--- src/hw/loader_pkg.sv ---
// Shared constants and types for the three-wire latch loader
package loader_pkg;

   // ----------------------------------------------------------------
   // Word and latch geometry
   // ----------------------------------------------------------------
   localparam int WORD_W  = 24;
   localparam int SEL_W   = 2;
   localparam int SEL_LSB = 0;
   localparam int LATCH_N = 4;
   localparam int SYNC_N  = 2;

   typedef logic [WORD_W-1:0] word_t;

   typedef enum logic [SEL_W-1:0] {
      SEL_CONTROL  = 2'h0,
      SEL_REF      = 2'h1,
      SEL_FEEDBACK = 2'h2,
      SEL_TEST     = 2'h3
   } latch_sel_e;

   localparam word_t LATCH_RESET = 24'h000000;

   // ----------------------------------------------------------------
   // Control latch fields
   // ----------------------------------------------------------------
   localparam int PD1_BIT = 20;
   localparam int PD2_BIT = 21;
   localparam int MON_LSB = 5;
   localparam int MON_W   = 3;

   typedef enum logic [MON_W-1:0] {
      MON_LOW  = 3'h0,
      MON_LOCK = 3'h1,
      MON_RF   = 3'h2,
      MON_REF  = 3'h3
   } mon_sel_e;

endpackage : loader_pkg

--- src/hw/serial_evt_if.sv ---
// Interface carrying serial events and latch contents between the two modules
`timescale 1ns/1ns
interface serial_evt_if;
   logic                                          shift_strobe;
   logic                                          data_bit;
   logic                                          load_strobe;
   logic [loader_pkg::LATCH_N-1:0][loader_pkg::WORD_W-1:0] latch;

   modport front (
      output shift_strobe,
      output data_bit,
      output load_strobe,
      input  latch
   );

   modport bank (
      input  shift_strobe,
      input  data_bit,
      input  load_strobe,
      output latch
   );
endinterface : serial_evt_if

--- src/hw/three_wire_latch_loader.sv ---
// Serial programming port: pin capture, latch bank, power and monitor control
//
// Functional notes
// - Serial data enters a 24-bit shift register, one bit per serial clock rise.
// - Words arrive top bit first; the two lowest bits select the latch.
// - A load strobe rise copies the shift register into exactly one latch.
// - Chip enable low powers down and floats the charge pump output.
// - Chip enable high powers up only as far as power-down bits allow.
// - Monitor output shows lock detect, scaled feedback or scaled reference.
// - Select 00 control, 01 reference, 10 feedback, 11 test latch.
`timescale 1ns/1ns
module three_wire_latch_loader (
   input  wire logic                          clk_i,
   input  wire logic                          nrst_i,
   input  wire logic                          clk_en_i,
   input  wire logic                          serial_clock_i,
   input  wire logic                          serial_data_i,
   input  wire logic                          load_strobe_i,
   input  wire logic                          chip_enable_i,
   input  wire logic                          lock_detect_i,
   input  wire logic                          rf_scaled_i,
   input  wire logic                          ref_scaled_i,
   input  wire logic                          pump_level_i,
   output logic                               monitor_output_o,
   output logic                               charge_pump_output_o,
   output logic                               charge_pump_output_oe_n_o,
   output logic                               core_power_on_o,
   output logic [loader_pkg::WORD_W-1:0]      control_latch_o,
   output logic [loader_pkg::WORD_W-1:0]      ref_counter_latch_o,
   output logic [loader_pkg::WORD_W-1:0]      feedback_counter_latch_o,
   output logic [loader_pkg::WORD_W-1:0]      test_latch_o
);

   // ----------------------------------------------------------------
   // Pin synchronisers
   // ----------------------------------------------------------------
   // All four pins are asynchronous to clk_i. Clock and data pass the same
   // two stages, so the data bit seen with a clock rise is the one the host
   // set up before that rise.
   logic [loader_pkg::SYNC_N-1:0] sck_sync_reg;
   logic [loader_pkg::SYNC_N-1:0] sdi_sync_reg;
   logic [loader_pkg::SYNC_N-1:0] le_sync_reg;
   logic [loader_pkg::SYNC_N-1:0] ce_sync_reg;
   logic                          sck_prev_reg;
   logic                          le_prev_reg;

   always_ff @(posedge clk_i) begin
      if (!nrst_i) begin
         sck_sync_reg <= 2'h0;
         sdi_sync_reg <= 2'h0;
         le_sync_reg  <= 2'h0;
         ce_sync_reg  <= 2'h0;
      end else if (clk_en_i) begin
         sck_sync_reg <= {sck_sync_reg[0], serial_clock_i};
         sdi_sync_reg <= {sdi_sync_reg[0], serial_data_i};
         le_sync_reg  <= {le_sync_reg[0], load_strobe_i};
         ce_sync_reg  <= {ce_sync_reg[0], chip_enable_i};
      end
   end

   // ----------------------------------------------------------------
   // Edge detection
   // ----------------------------------------------------------------
   // Previous values start high, but the synchronisers reset low, so a pin
   // already high at reset release still gives one rising edge.
   always_ff @(posedge clk_i) begin
      if (!nrst_i) begin
         sck_prev_reg <= 1'h1;
         le_prev_reg  <= 1'h1;
      end else if (clk_en_i) begin
         sck_prev_reg <= sck_sync_reg[1];
         le_prev_reg  <= le_sync_reg[1];
      end
   end

   serial_evt_if evt ();

   assign evt.shift_strobe = sck_sync_reg[1] & ~sck_prev_reg;
   assign evt.data_bit     = sdi_sync_reg[1];
   assign evt.load_strobe  = le_sync_reg[1] & ~le_prev_reg;

   latch_bank u_latch_bank (
      .clk_i    (clk_i),
      .nrst_i   (nrst_i),
      .clk_en_i (clk_en_i),
      .evt      (evt.bank)
   );

   assign control_latch_o          = evt.latch[loader_pkg::SEL_CONTROL];
   assign ref_counter_latch_o      = evt.latch[loader_pkg::SEL_REF];
   assign feedback_counter_latch_o = evt.latch[loader_pkg::SEL_FEEDBACK];
   assign test_latch_o             = evt.latch[loader_pkg::SEL_TEST];

   // ----------------------------------------------------------------
   // Power control
   // ----------------------------------------------------------------
   logic power_next;
   logic power_reg;

   // Either power-down bit keeps the core off even with chip enable high
   assign power_next = ce_sync_reg[1]
                       & ~control_latch_o[loader_pkg::PD1_BIT]
                       & ~control_latch_o[loader_pkg::PD2_BIT];

   always_ff @(posedge clk_i) begin
      if (!nrst_i) begin
         power_reg <= 1'h0;
      end else if (clk_en_i) begin
         power_reg <= power_next;
      end
   end

   assign core_power_on_o = power_reg;

   // ----------------------------------------------------------------
   // Charge pump drive
   // ----------------------------------------------------------------
   logic pump_reg;
   logic pump_oe_n_reg;

   always_ff @(posedge clk_i) begin
      if (!nrst_i) begin
         pump_reg      <= 1'h0;
         pump_oe_n_reg <= 1'h1;
      end else if (clk_en_i) begin
         // Floated while powered down; level zeroed so nothing stale leaks
         pump_oe_n_reg <= ~power_next;
         pump_reg      <= power_next & pump_level_i;
      end
   end

   assign charge_pump_output_o      = pump_reg;
   assign charge_pump_output_oe_n_o = pump_oe_n_reg;

   // ----------------------------------------------------------------
   // Monitor multiplexer
   // ----------------------------------------------------------------
   // Selection stays live in power-down so lock state can still be watched.
   loader_pkg::mon_sel_e mon_sel;
   logic                 mon_next;
   logic                 mon_reg;

   assign mon_sel = loader_pkg::mon_sel_e'(control_latch_o[loader_pkg::MON_LSB +: loader_pkg::MON_W]);

   always_comb begin
      case (mon_sel)
         loader_pkg::MON_LOCK: begin
            mon_next = lock_detect_i;
         end
         loader_pkg::MON_RF: begin
            mon_next = rf_scaled_i;
         end
         loader_pkg::MON_REF: begin
            mon_next = ref_scaled_i;
         end
         default: begin
            mon_next = 1'h0;
         end
      endcase
   end

   always_ff @(posedge clk_i) begin
      if (!nrst_i) begin
         mon_reg <= 1'h0;
      end else if (clk_en_i) begin
         mon_reg <= mon_next;
      end
   end

   assign monitor_output_o = mon_reg;

endmodule : three_wire_latch_loader

--- src/hw/latch_bank.sv ---
// 24-bit input shift register and the four word latches it loads
`timescale 1ns/1ns
module latch_bank (
   input  wire logic   clk_i,
   input  wire logic   nrst_i,
   input  wire logic   clk_en_i,
   serial_evt_if.bank  evt
);

   // ----------------------------------------------------------------
   // Shift register
   // ----------------------------------------------------------------
   loader_pkg::word_t shift_reg;
   loader_pkg::latch_sel_e sel;

   always_ff @(posedge clk_i) begin
      if (!nrst_i) begin
         shift_reg <= loader_pkg::LATCH_RESET;
      end else if (clk_en_i && evt.shift_strobe) begin
         // First bit in ends up at the top: word arrives top bit first
         shift_reg <= {shift_reg[loader_pkg::WORD_W-2:0], evt.data_bit};
      end
   end

   assign sel = loader_pkg::latch_sel_e'(shift_reg[loader_pkg::SEL_LSB +: loader_pkg::SEL_W]);

   // ----------------------------------------------------------------
   // Latches
   // ----------------------------------------------------------------
   genvar gi;
   generate
      for (gi = 0; gi < loader_pkg::LATCH_N; gi++) begin : g_latch
         always_ff @(posedge clk_i) begin
            if (!nrst_i) begin
               evt.latch[gi] <= loader_pkg::LATCH_RESET;
            end else if (clk_en_i && evt.load_strobe && (sel == loader_pkg::latch_sel_e'(gi))) begin
               // Only on a strobe edge; otherwise each latch holds
               evt.latch[gi] <= shift_reg;
            end
         end
      end
   endgenerate

endmodule : latch_bank

--- config.mk ---
export PLATFORM = sky130hd
export DESIGN_NAME = three_wire_latch_loader
export DESIGN_NICKNAME = d
export VERILOG_FILES = /design/src/hw/loader_pkg.sv /design/src/hw/serial_evt_if.sv /design/src/hw/three_wire_latch_loader.sv /design/src/hw/latch_bank.sv
export SDC_FILE = /design/constraint.sdc
export NUM_CORES = 1
export LEC_CHECK = 0
export ABC_AREA = 1
export BUFFER_PORTS_ARGS = -buffer_cell sky130_fd_sc_hd__clkbuf_2
export CAP_MARGIN = 20
export CORE_MARGIN = 3
export CORE_UTILIZATION = 27
export DETAILED_ROUTE_END_ITERATION = 7
export GPL_TIMING_DRIVEN = 0
export HOLD_SLACK_MARGIN = 0.08
export PLACE_DENSITY_LB_ADDON = 0.1
export SYNTH_ARGS = -nofsm -noshare
export SYNTH_HDL_FRONTEND = slang
export SYNTH_HIERARCHICAL = 1
export SYNTH_SLANG_ARGS = --single-unit
--- constraint.sdc ---
create_clock -name clk_i -period 3.3 [get_ports clk_i]
set_input_delay 0.495 -clock clk_i [delete_from_list [all_inputs] [get_ports clk_i]]
set_output_delay 0.495 -clock clk_i [all_outputs]
set_load 0.03 [all_outputs]
# --- Word level (Yosys, flattened, before mapping) ---
# Cells that the tools add are included.
totals:
  ff_bits: 134
  latchBits: 0
  ram_bits: 0
  romBits: 0
  input_bits: 11
  out_inout_bits: 100
  wordCells: 39
  memories: 0
op_classes:
  add_sub_neg: 0
  n_mul: 0
  div: 0
  order_cmp: 0
  n_eq_ne: 6
  shifts: 0
  muxes: 1
  bitwise_logic: 10
  n_reduce_logical: 7
ops:
  columns: ["operator", "n"]
  rows:
  - ["3-bit by 2-bit == test with 1-bit output (second input constant)", 2]
  - ["1-bit logical AND", 6]
  - ["1-bit bitwise AND", 5]
  - ["1-bit inverter", 5]
  - ["2-bit == test (second input constant)", 2]
  - ["3-bit by 1-bit == test with 1-bit output (second input constant)", 1]
  - ["1-bit one-hot mux with 3 select lines", 1]
  - ["2-bit by 1-bit == test with 1-bit output (second input constant)", 1]
  - ["2-bit logical NOT", 1]

# --- Logic depth before layout (Yosys ltp) ---
# Gate-level depths: netlist (run 1).
depth:
  ltp_word: 4
  mapped_depth: 8
  depth_no_buf: 7

# --- Hierarchy ---
# The synthesis (run 1) kept the hierarchy.
by_module_without_submodules:
  columns: ["mod", "n_inst", "cells_each", "area_each_um2", "seq_area_each_um2"]
  rows:
  - ["latch_bank", 1, 617, 4524.3, 2402.3]
  - ["three_wire_latch_loader", 1, 70, 546.8, 280.3]

# --- Worst setup path before layout (run 1) ---
# Ideal clock, no wire load.
synth_path:
  path_kind: "input -> register"
  start: "input clk_en_i"
  end: "register u_latch_bank.evt.latch[21]"
  setup_time_ns: 0.116
  arrival_ns: 1.162
  required_time_ns: 3.184
  setup_slack_ns: 2.022
  stages: 6
  n_path_buf: 2
  cell_sequence: "nand2_2 inv_2 buf_4 buf_4 a21oi_1 nor2_1"
synth_via:
  elab_chain_cells: 2
synth_rtl:
  columns: ["item", "line_no", "source"]
  rows:
  - ["start, declared", "three_wire_latch_loader.sv:15", "input wire logic clk_en_i,"]
  - ["1-bit logical AND (2 in a row)", "latch_bank.sv:36", "end else if (clk_en_i && evt.load_strobe && (sel == loader_pkg::latch_sel_e'(gi))) begin"]
  - ["end signal, assigned by index", "latch_bank.sv:35", "evt.latch[gi] <= loader_pkg::LATCH_RESET;"]
  - ["end signal, assigned by index", "latch_bank.sv:38", "evt.latch[gi] <= shift_reg;"]
  - ["end, declared", "serial_evt_if.sv:20", "output latch"]
# No other way between the ends.
# A chain may end at the register's enable or synchronous reset.

# --- Worst setup path in the final report (run 1) ---
layout_path:
  start: "register le_sync_reg[1] (netlist bit)"
  end: "register u_latch_bank.evt.latch[37]"
layout_via:
  elab_chain_cells: 3
layout_rtl:
  columns: ["item", "line_no", "source"]
  rows:
  - ["start, declared", "three_wire_latch_loader.sv:42", "logic [loader_pkg::SYNC_N-1:0] le_sync_reg;"]
  - ["start signal, assigned", "three_wire_latch_loader.sv:56", "le_sync_reg <= {le_sync_reg[0], load_strobe_i};"]
  - ["1-bit bitwise AND", "three_wire_latch_loader.sv:80", "assign evt.load_strobe = le_sync_reg[1] & ~le_prev_reg;"]
  - ["via evt.load_strobe", "serial_evt_if.sv:6", "logic load_strobe;"]
  - ["1-bit logical AND (2 in a row)", "latch_bank.sv:36", null]
# The timed path passes the listed nets, and every way through them passes these cells.

==> reports/metrics.csv, run 1 <==
metric;value;unit
use_met3;4.32;%
grt_pass1_vias;4594;
hpwlAfterDp;11000;µm
dr.pass1.iters;4;
vias;4625;
fmax;628;MHz
pwr-share-clk;48.9;%
synth_top_family_by_area;simple AND/OR/NAND/NOR gates;
drc;0;
cts-root-buf;clkbuf_16;
synthXorXnorAreaFrac;0;%
syn2layout_area_growth;27.4;%
final_common_cell;nor2_1;
p_per_area;558;nW/µm²
htree_levels;4;
synth-simple-area-share;31.0;%
dp.cells;1026;
crit_required;3610;ps
die_h;143;µm
use_met2;23.2;%
clk_pin_slew;60;ps
finalSetupViolCount;0;
numCtsBuffers;17;
insertion_delay;420;ps
overflow;0;
relSlewSlack;62.7;%
netSwitchingPower;824;µW
finish.net_count;827;
antennaDiodeCount;0;
min_period_over_period;48.3;%
worstMarginPinSlew;560;ps
wirelength;14300;µm
p_comb_share;5.1;%
ys_seq_elements;134;
internal_power;2780;µW
cts_sinks;134;
rsz0062_at_grt;no;
layout-drive-gt1-share;21.5;%
post-cts-setup-buffers;0;
start_util;27.8;%
seqPwrFrac;45.9;%
path_class;reg2reg;
cts_buffer_depth;2;
largest_reg_flops;96;
synth_area;5070;µm²
p_sw_share;22.8;%
startpoint_type;flip-flop;
reg2reg_depth;8;
critPathMaxFanout;10;
hold_class;in2reg;
final_cell_mix;nor2_1 (186), dfxtp_1 (134), nand2_1 (127), clkbuf_2 (110), nand3_1 (68);
finalSetupTns;0;ps
hold_slack;299;ps
die-area;20500;µm²
cts_hold_buf;0;
syn_inst;687;
yosys.area_share.adder;0;%
synth-compound-area-share;8.46;%
rows;49;
p_leak;0.00281;µW
io_pins;111;
grt_util_all_layers;14.5;%
synthMuxAreaShare;0.197;%
grt_max_degree;17;
cp.arrival;1900;ps
ant_nets;0;
syn_area_per_cell;7.38;µm²
use_met1;18.8;%
timing_hold_violations_final;0;
ys_warn_count;6;
wl_per_cell;13.5;µm
min_period;1590;ps
clock_skew;9.08;ps
drv_cap;0;
yosysUniqueCellTypes;20;
portBuffers;110;
grt_pass1_wl;23300;µm
antenna_found_initial;0;
cp-end-kind;flip-flop;
ctsResizeCount;0;
ir_drop;397;µV
drt_first_iter_violations;263;
synth_fp_nets;698;
status;completed;
die_x;143;µm
fin_cells;1057;
avgViaCountPerCell;4.38;
ys_seq_area_share;52.9;%
grt_busiest_layer;met2;
slew_viol_final;0;
fp.coreArea;18200;µm²
place_congestion;0.762;
cts_tree;done;
hold_depth;3;
[final cells by class]
cell class / instances / area, µm²
tap: 229 / 287
clock inverter: 9 / 77.6
buffer: 46 / 254
fill: 1982 / 11700
clock buffer: 22 / 474
inverter: 33 / 124
sequential: 134 / 2680
multi-input combinational: 474 / 2010
timing repair buffer: 110 / 551
[power groups by stage]
| stage | registers [µW] | clock network, µW | logic (µW) |
|---|---|---|---|
| CTS | 1660 | 1820 | 188 |
| global route | 1660 | 1890 | 210 |
| global placement | 1690 | 0 | 185 |
| finish | 1660 | 1760 | 185 |
| detailed placement | 1690 | 0 | 187 |
| floorplan | 1710 | 0 | 114 |
[Yosys cell counts]
cell | number | area (µm²)
o211ai_1 | 2 | 15.0
nor2_2 | 4 | 25.0
nand3b_1 | 1 | 7.51
nor2_4 | 1 | 11.3
buf_4 | 15 | 113
o21ai_0 | 33 | 165
buf_2 | 14 | 70.1
inv_2 | 1 | 3.75
clkbuf_1 | 11 | 41.3
mux2i_1 | 1 | 10.0
buf_1 | 5 | 18.8
a21oi_1 | 48 | 240
nand2_2 | 2 | 12.5
dfxtp_1 | 134 | 2680
inv_1 | 32 | 120
nor2_1 | 186 | 698
buf_6 | 1 | 11.3
nand2_1 | 127 | 477
a21oi_2 | 1 | 8.76
nand3_1 | 68 | 340
[stage by stage]
stage	util [%]	total power [µW]	instance area, µm²	setup WS (ps)
floorplan	-	1820	5070	2020
CTS	35.5	3670	6460	1660
global route	35.5	3760	6460	1550
finish	35.5	3610	6460	1710
global placement	32.4	1880	5910	1510
detailed placement	32.4	1880	5910	1490
[worst max-delay path: stages (launching register included)]
cell and delay, ps:
dfxtp_1 300, inv_1 50, nor2_1 110, nand2_2 140
inv_2 160, buf_1 400, nand3_1 180, nand2_1 100
nor2_1 40
[routing by layer]
layer	up-vias	share of wire [%]
met5	-	0
li1	2420	-
met2	114	45
met3	15	6.3
met4	0	1.2
met1	2076	47
[cells by family (layout without fill, tap and decap cells)]
| kind of cell | count (synthesis) | in the layout |
|---|---|---|
| multiplexers | 1 | 1 |
| flip-flops | 134 | 134 |
| AND/OR/NAND/NOR | 389 | 389 |
| AO/OA/AOI/OAI | 84 | 84 |
| buffers and inverters | 79 | 220 |
[final timing paths]
check	endpoint	slack, ps	from
max	u_latch_bank/evt.latch[37]	1710	le_sync_reg[1]
min	sck_sync_reg[0]	300	serial_clock_i
max reg2reg	u_latch_bank/evt.latch[37]	1710	le_sync_reg[1]
min reg2reg	u_latch_bank/evt.latch[48]	430	u_latch_bank/evt.latch[48]
Power figures use the tool's default switching activity.
==> run 2, diff against run 1 <==
==> constraint.sdc (replaced) <==
create_clock -name clk_i -period 1.6 [get_ports clk_i]
set_input_delay 0.24 -clock clk_i [delete_from_list [all_inputs] [get_ports clk_i]]
set_output_delay 0.24 -clock clk_i [all_outputs]
set_load 0.03 [all_outputs]
==> run 2 against run 1 <==
Against the previous run:
- design area up 1.0%
- via count up 1.7%
- combinational power increased by 110%
- fmax is 12% higher
- power up 110%
- count of clock-buffer cells in the layout is the same
- core utilization rose by 0.36 points
- setup slack got worse by 1500 ps
- non-clock buffer count is 6 higher
- critical endpoint is now u_latch_bank/evt.latch[19]
==> reports/metrics.csv, run 2 (synthesized netlist as in run 1, its figures left out) <==
metric;value;unit;change
p_leak;0.00285;µW;+1.4%
cts_sinks;134;;unchanged
critPathMaxFanout;10;;unchanged
die_x;143;µm;unchanged
ant_nets;0;;unchanged
min_period_over_period;89.1;%;+41 points
die_h;143;µm;unchanged
numCtsBuffers;17;;unchanged
crit_required;1950;ps;-1660 ps
grt_max_degree;17;;unchanged
final_common_cell;nor2_1;;
timing_hold_violations_final;0;;unchanged
wirelength;14300;µm;+0.31%
avgViaCountPerCell;4.42;;+1.1%
p_per_area;1140;nW/µm²;+100%
grt_util_all_layers;14.5;%;about the same
htree_levels;4;;unchanged
drt_first_iter_violations;245;;-6.8%
drc;0;;unchanged
grt_pass1_wl;23300;µm;about the same
antennaDiodeCount;0;;unchanged
hold_class;in2reg;;
use_met1;18.8;%;unchanged
internal_power;5750;µW;+110%
r2r-start;le_sync_reg[1];;
seqPwrFrac;45.9;%;about the same
cp-end-kind;flip-flop;;
fp.coreArea;18200;µm²;unchanged
final_cell_area;6530;µm²;+1.0%
hold_slack;102;ps;-196 ps
fmax;701;MHz;+12%
holdCritStartpoint;nrst_i;;
fill_cells;1984;;+0.10%
multi_input_area;2010;µm²;unchanged
clk_pin_slew;60;ps;about the same
startpoint_type;flip-flop;;
rrSetupSlack;170;ps;-1530 ps
cts-root-buf;clkbuf_16;;
rows;49;;unchanged
grt_pass1_vias;4593;;-0.022%
antenna_found_initial;0;;unchanged
min_period;1430;ps;-167 ps
syn2layout_area_growth;28.7;%;
holdPathEnd;le_sync_reg[1];;
place_congestion;0.762;;unchanged
final_cell_mix;nor2_1 (186), dfxtp_1 (134), nand2_1 (127), clkbuf_2 (113), nand3_1 (68);;
p_comb_share;5.3;%;+0.2 points
grt_busiest_layer;met2;;
relSlewSlack;62.8;%;+0.12 points
die-area;20500;µm²;unchanged
p_sw_share;22.8;%;about the same
io_pins;111;;unchanged
slew_viol_final;0;;unchanged
post-cts-setup-buffers;0;;unchanged
worstMarginPinSlew;558;ps;-1.87 ps
vias;4702;;+1.7%
wl_per_cell;13.5;µm;-0.25%
portBuffers;110;;unchanged
use_met2;23.2;%;unchanged
path_class;reg2reg;;
use_met3;4.29;%;-0.033 points
cts_buffer_depth;2;;unchanged
largest_reg_flops;96;;unchanged
cp.arrival;1780;ps;-120 ps
finish.net_count;833;;+0.73%
overflow;0;;unchanged
place_area;5910;µm²;unchanged
insertion_delay;420;ps;about the same
hold_depth;3;;unchanged
drv_cap;0;;unchanged
finalPower;7450;µW;+110%
dr.pass1.iters;5;;+1
rsz0062_at_grt;no;;
clock_skew;11.3;ps;+2.19 ps
layout-drive-gt1-share;21.8;%;+0.32 points
r2r_end;u_latch_bank/evt.latch[19];;
netSwitchingPower;1700;µW;+110%
hpwlAfterDp;11000;µm;unchanged
regArea;2680;µm²;unchanged
cts_tree;done;;
start_util;27.8;%;unchanged
finalSetupViolCount;0;;unchanged
reg2reg_depth;8;;unchanged
status;completed;;
ir_drop;817;µV;+110%
pwr-share-clk;48.8;%;about the same
[run 2: worst max-delay path, stage by stage, from the launching register on]
cell and delay [ps]:
dfxtp_1 300, inv_1 50, nor2_1 110, nand2_2 140
inv_2 160, buf_4 210, buf_4 190, a21oi_1 70
nor2_1 110
[run 2: worst max-delay path by stage]
stage | start | to
after global routing | le_sync_reg[1] | u_latch_bank/evt.latch[21]
after detailed placement | le_sync_reg[1] | u_latch_bank/evt.latch[37]
after CTS | le_sync_reg[1] | u_latch_bank/evt.latch[62]
after floorplan | le_sync_reg[1] | u_latch_bank/evt.latch[57]
after global placement | le_sync_reg[1] | u_latch_bank/evt.latch[37]
final | le_sync_reg[1] | u_latch_bank/evt.latch[19]
[run 2: area by class of cell]
cell class                      count  area share [%]
Buffer                             46            3.97
Clock inverter                      9            1.19
Inverter                           33            1.90
Multi-Input combinational cell    474            30.8
Clock buffer                       22            7.27
Timing Repair Buffer              116            9.36
Sequential cell                   134            41.1
Tap cell                          229            4.39
[run 2: metal layers]
layer  routed length (µm)  vias to the layer above  part of all wire [%]
met5                    0                        -                     0
met4                  142                        0                  0.99
met3                  896                       14                   6.2
met2                 6540                      121                    46
met1                 6770                     2137                    47
li1                     -                     2430                     -
[run 2: what timing repair did]
action	CTS	global route
hold buffers	6	0
gates resized for setup	1	5
endpoints found under the hold margin	6	0
gates cloned	0	0
endpoints found under the setup margin	2	30
[run 2: power by group through the flow]
stage,Combinational (µW),Clock (µW),Sequential [µW]
2_1_floorplan,234,0,3520
3_3_place_gp,382,0,3490
4_1_cts,399,3760,3420
3_5_place_dp,386,0,3490
6_report,394,3640,3420
5_1_grt,445,3900,3420
[run 2: per-stage QoR]
stage	cells	util (%)	setup WS, ps	setup TNS, ps
6_report	1063	35.8	174	0
2_1_floorplan	687	-	367	0
4_1_cts	1063	35.8	16.5	0
3_5_place_dp	1026	32.4	-24.6	-24.6
5_1_grt	1063	35.8	24.9	0
3_3_place_gp	1026	32.4	-1.16	-1.16
==> run 3, diff against run 2 <==
--- a/config.mk
+++ b/config.mk
@@ -5,7 +5,6 @@
 export SDC_FILE = /design/constraint.sdc
 export NUM_CORES = 1
 export LEC_CHECK = 0
-export ABC_AREA = 1
 export BUFFER_PORTS_ARGS = -buffer_cell sky130_fd_sc_hd__clkbuf_2
 export CAP_MARGIN = 20
 export CORE_MARGIN = 3
==> run 3 against run 2 <==
Against the previous run:
- register-to-register slack got worse by 60 ps
- synthesized cell count fell by 28%
- hold slack improved by 23 ps
- core utilization rose by 0.23 points
- setup slack got worse by 57 ps
- fmax fell by 3.8%
- critical path depth fell by 4
- first-iteration DRC count fell by 35%
==> reports/metrics.csv, run 3 <==
metric;value;unit;change
status;completed;;
syn_area_per_cell;10.2;µm²;+39%
multi_input_area;2180;µm²;+8.6%
antenna_found_initial;0;;unchanged
crit_required;1890;ps;-60 ps
insertion_delay;410;ps;about the same
startpoint_type;flip-flop;;
final_cell_area;6570;µm²;+0.63%
fill_cells;1848;;-6.9%
async_reset_ff_share;0;%;unchanged
finalPower;7370;µW;-1.0%
ant_nets;0;;unchanged
min_period_over_period;92.7;%;+3.6 points
antennaDiodeCount;0;;unchanged
cp-end-kind;flip-flop;;
ys_seq_area_share;52.9;%;about the same
p_leak;0.00309;µW;+8.3%
fmax;674;MHz;-3.8%
cts_buffer_depth;2;;unchanged
synth_common_cells;dfxtp_1 (134), nand2_1 (112), mux2i_1 (98);;
syn2layout_area_growth;29.4;%;
dr.pass1.iters;4;;-1
yosys.area.top_type;dfxtp_1;;
final_cell_mix;dfxtp_1 (134), nand2_1 (112), clkbuf_2 (110), mux2i_1 (98), a21oi_1 (27);;
dp.cells;834;;-19%
grt_pass1_wl;21700;µm;-6.7%
synth_ff_type;dfxtp_1;;
finalSetupViolCount;0;;unchanged
path_buf_inv;1;;-3
r2r-start;le_sync_reg[1];;
ir_drop;716;µV;-12%
start_util;27.9;%;about the same
io_pins;111;;unchanged
reg2reg_depth;4;;-4
clk_pin_slew;60;ps;about the same
cp.arrival;1770;ps;about the same
yosysUniqueCellTypes;30;;+50%
hpwlAfterDp;10200;µm;-7.3%
synth-edff-count;0;;unchanged
yosysMostFrequentCell;dfxtp_1;;
die_h;143;µm;about the same
portBuffers;109;;-0.91%
avgViaCountPerCell;4.51;;+1.9%
post-cts-setup-buffers;0;;unchanged
regArea;2680;µm²;unchanged
ys_top_cells_by_area;dfxtp_1 (53%), mux2i_1 (19%), nand2_1 (8.3%);;
rsz0062_at_grt;no;;
worstMarginPinSlew;629;ps;+71.1 ps
slew_viol_final;0;;unchanged
grt_pass1_vias;3928;;-14%
place_congestion;0.695;;-8.8%
numCtsBuffers;17;;unchanged
relSlewSlack;58.1;%;-4.7 points
grt_util_all_layers;14.0;%;-0.53 points
drt_first_iter_violations;159;;-35%
critPathMaxFanout;10;;unchanged
place_area;5910;µm²;about the same
final_common_cell;dfxtp_1;;
fp.coreArea;18200;µm²;unchanged
r2r_end;u_latch_bank/evt.latch[91];;
largest_reg_flops;96;;unchanged
hold_class;in2reg;;
vias;3925;;-17%
clock_skew;6.06;ps;-5.22 ps
wirelength;13900;µm;-3.3%
holdPathEnd;sdi_sync_reg[0];;
cp_slowest_cell;dfxtp_1;;
cts-root-buf;clkbuf_16;;
overflow;0;;unchanged
synth_fp_nets;507;;-27%
layout-drive-gt1-share;30.1;%;+8.2 points
path_class;reg2reg;;
crit_chain;nor2b_4 -> nand4_1 -> buf_4 -> mux2i_1;;
p_per_area;1120;nW/µm²;-1.6%
ys_warn_count;6;;unchanged
synth_top_area_share;52.9;%;about the same
die_x;143;µm;about the same
timing_hold_violations_final;0;;unchanged
rows;49;;unchanged
synth_area;5070;µm²;about the same
die-area;20500;µm²;about the same
drv_cap;0;;unchanged
holdCritStartpoint;nrst_i;;
hold_depth;2;;-1
cp_slowest_stage_delay;360;ps;+60 ps
drc;0;;unchanged
wl_per_cell;15.9;µm;+18%
rrSetupSlack;120;ps;-60 ps
finish.net_count;640;;-23%
crit_family;simple AND/OR/NAND/NOR gates;;
min_period;1480;ps;+56.9 ps
cts_sinks;134;;unchanged
ys_seq_elements;134;;unchanged
hold_slack;125;ps;+22.6 ps
grt_max_degree;17;;unchanged
fin_cells;871;;-18%
htree_levels;4;;unchanged
syn_inst;496;;-28%
cts_tree;done;;
[run 3: cell types whose count changed after synthesis, sizes merged, moves of 17 or more]
cell / previous run / this run
nand3: 68 / 25
nor2: 191 / 3
a21oi: 49 / 27
inv: 33 / 4
mux2i: 1 / 98
a21bo: 0 / 24
nand2: 129 / 112
o21ai: 33 / 1
[run 3: final cells by class]
type,count,area share [%]
Clock inverter,14,2.34
Tap cell,229,4.36
Sequential cell,134,40.9
Inverter,4,0.229
Clock buffer,18,6.54
Timing Repair Buffer,114,9.07
Multi-Input combinational cell,320,33.3
Buffer,38,3.33
[run 3: worst max path at each step]
| stage | from | end | slack [ps] | depth (start not counted) |
|---|---|---|---|---|
| 2_1_floorplan | le_sync_reg[1] | u_latch_bank/evt.latch[10] | 240 | 5 |
| 4_1_cts | le_sync_reg[1] | u_latch_bank/evt.latch[91] | 2 | 4 |
| 3_3_place_gp | nrst_i | u_latch_bank/evt.latch[32] | -90 | 6 |
| 3_5_place_dp | le_sync_reg[1] | u_latch_bank/evt.latch[33] | -100 | 4 |
| 6_report | le_sync_reg[1] | u_latch_bank/evt.latch[91] | 120 | 4 |
| 5_1_grt | sck_sync_reg[1] | u_latch_bank/shift_reg[1] | 10 | 5 |
[run 3: kinds of logic after synthesis]
kind of cell / after synthesis / share of synthesized area (%)
flip-flops: 134 / 52.9
buffers and inverters: 42 / 4.56
AND/OR/NAND/NOR: 164 / 14.8
AO/OA/AOI/OAI: 58 / 8.41
multiplexers: 98 / 19.3
[run 3: routing by layer]
metal	wire, µm	GRT usage [%]
met5	0	0
met4	157	4.50
met3	714	4.02
met2	6630	22.7
met1	6370	17.8
[run 3: per-stage QoR]
step                setup TNS [ps]  util (%)  setup WS (ps)
floorplan                        0         -            240
global placement             -1920      32.4          -89.5
detailed placement           -3630      32.4           -102
CTS                              0      36.0           2.47
global route                     0      36.1           11.4
finish                           0      36.1            117
[run 3: report_power, final]
part / switching (µW) / internal [µW]
clock network: 1510 / 2310
logic: 134 / 62.0
registers: 8.63 / 3350
[run 3: repair_timing]
action / 4_1_cts / 5_1_grt
setup endpoints to repair: 68 / 70
hold endpoints to repair: 5 / 0
hold buffers: 5 / 0
gates resized for setup: 4 / 2
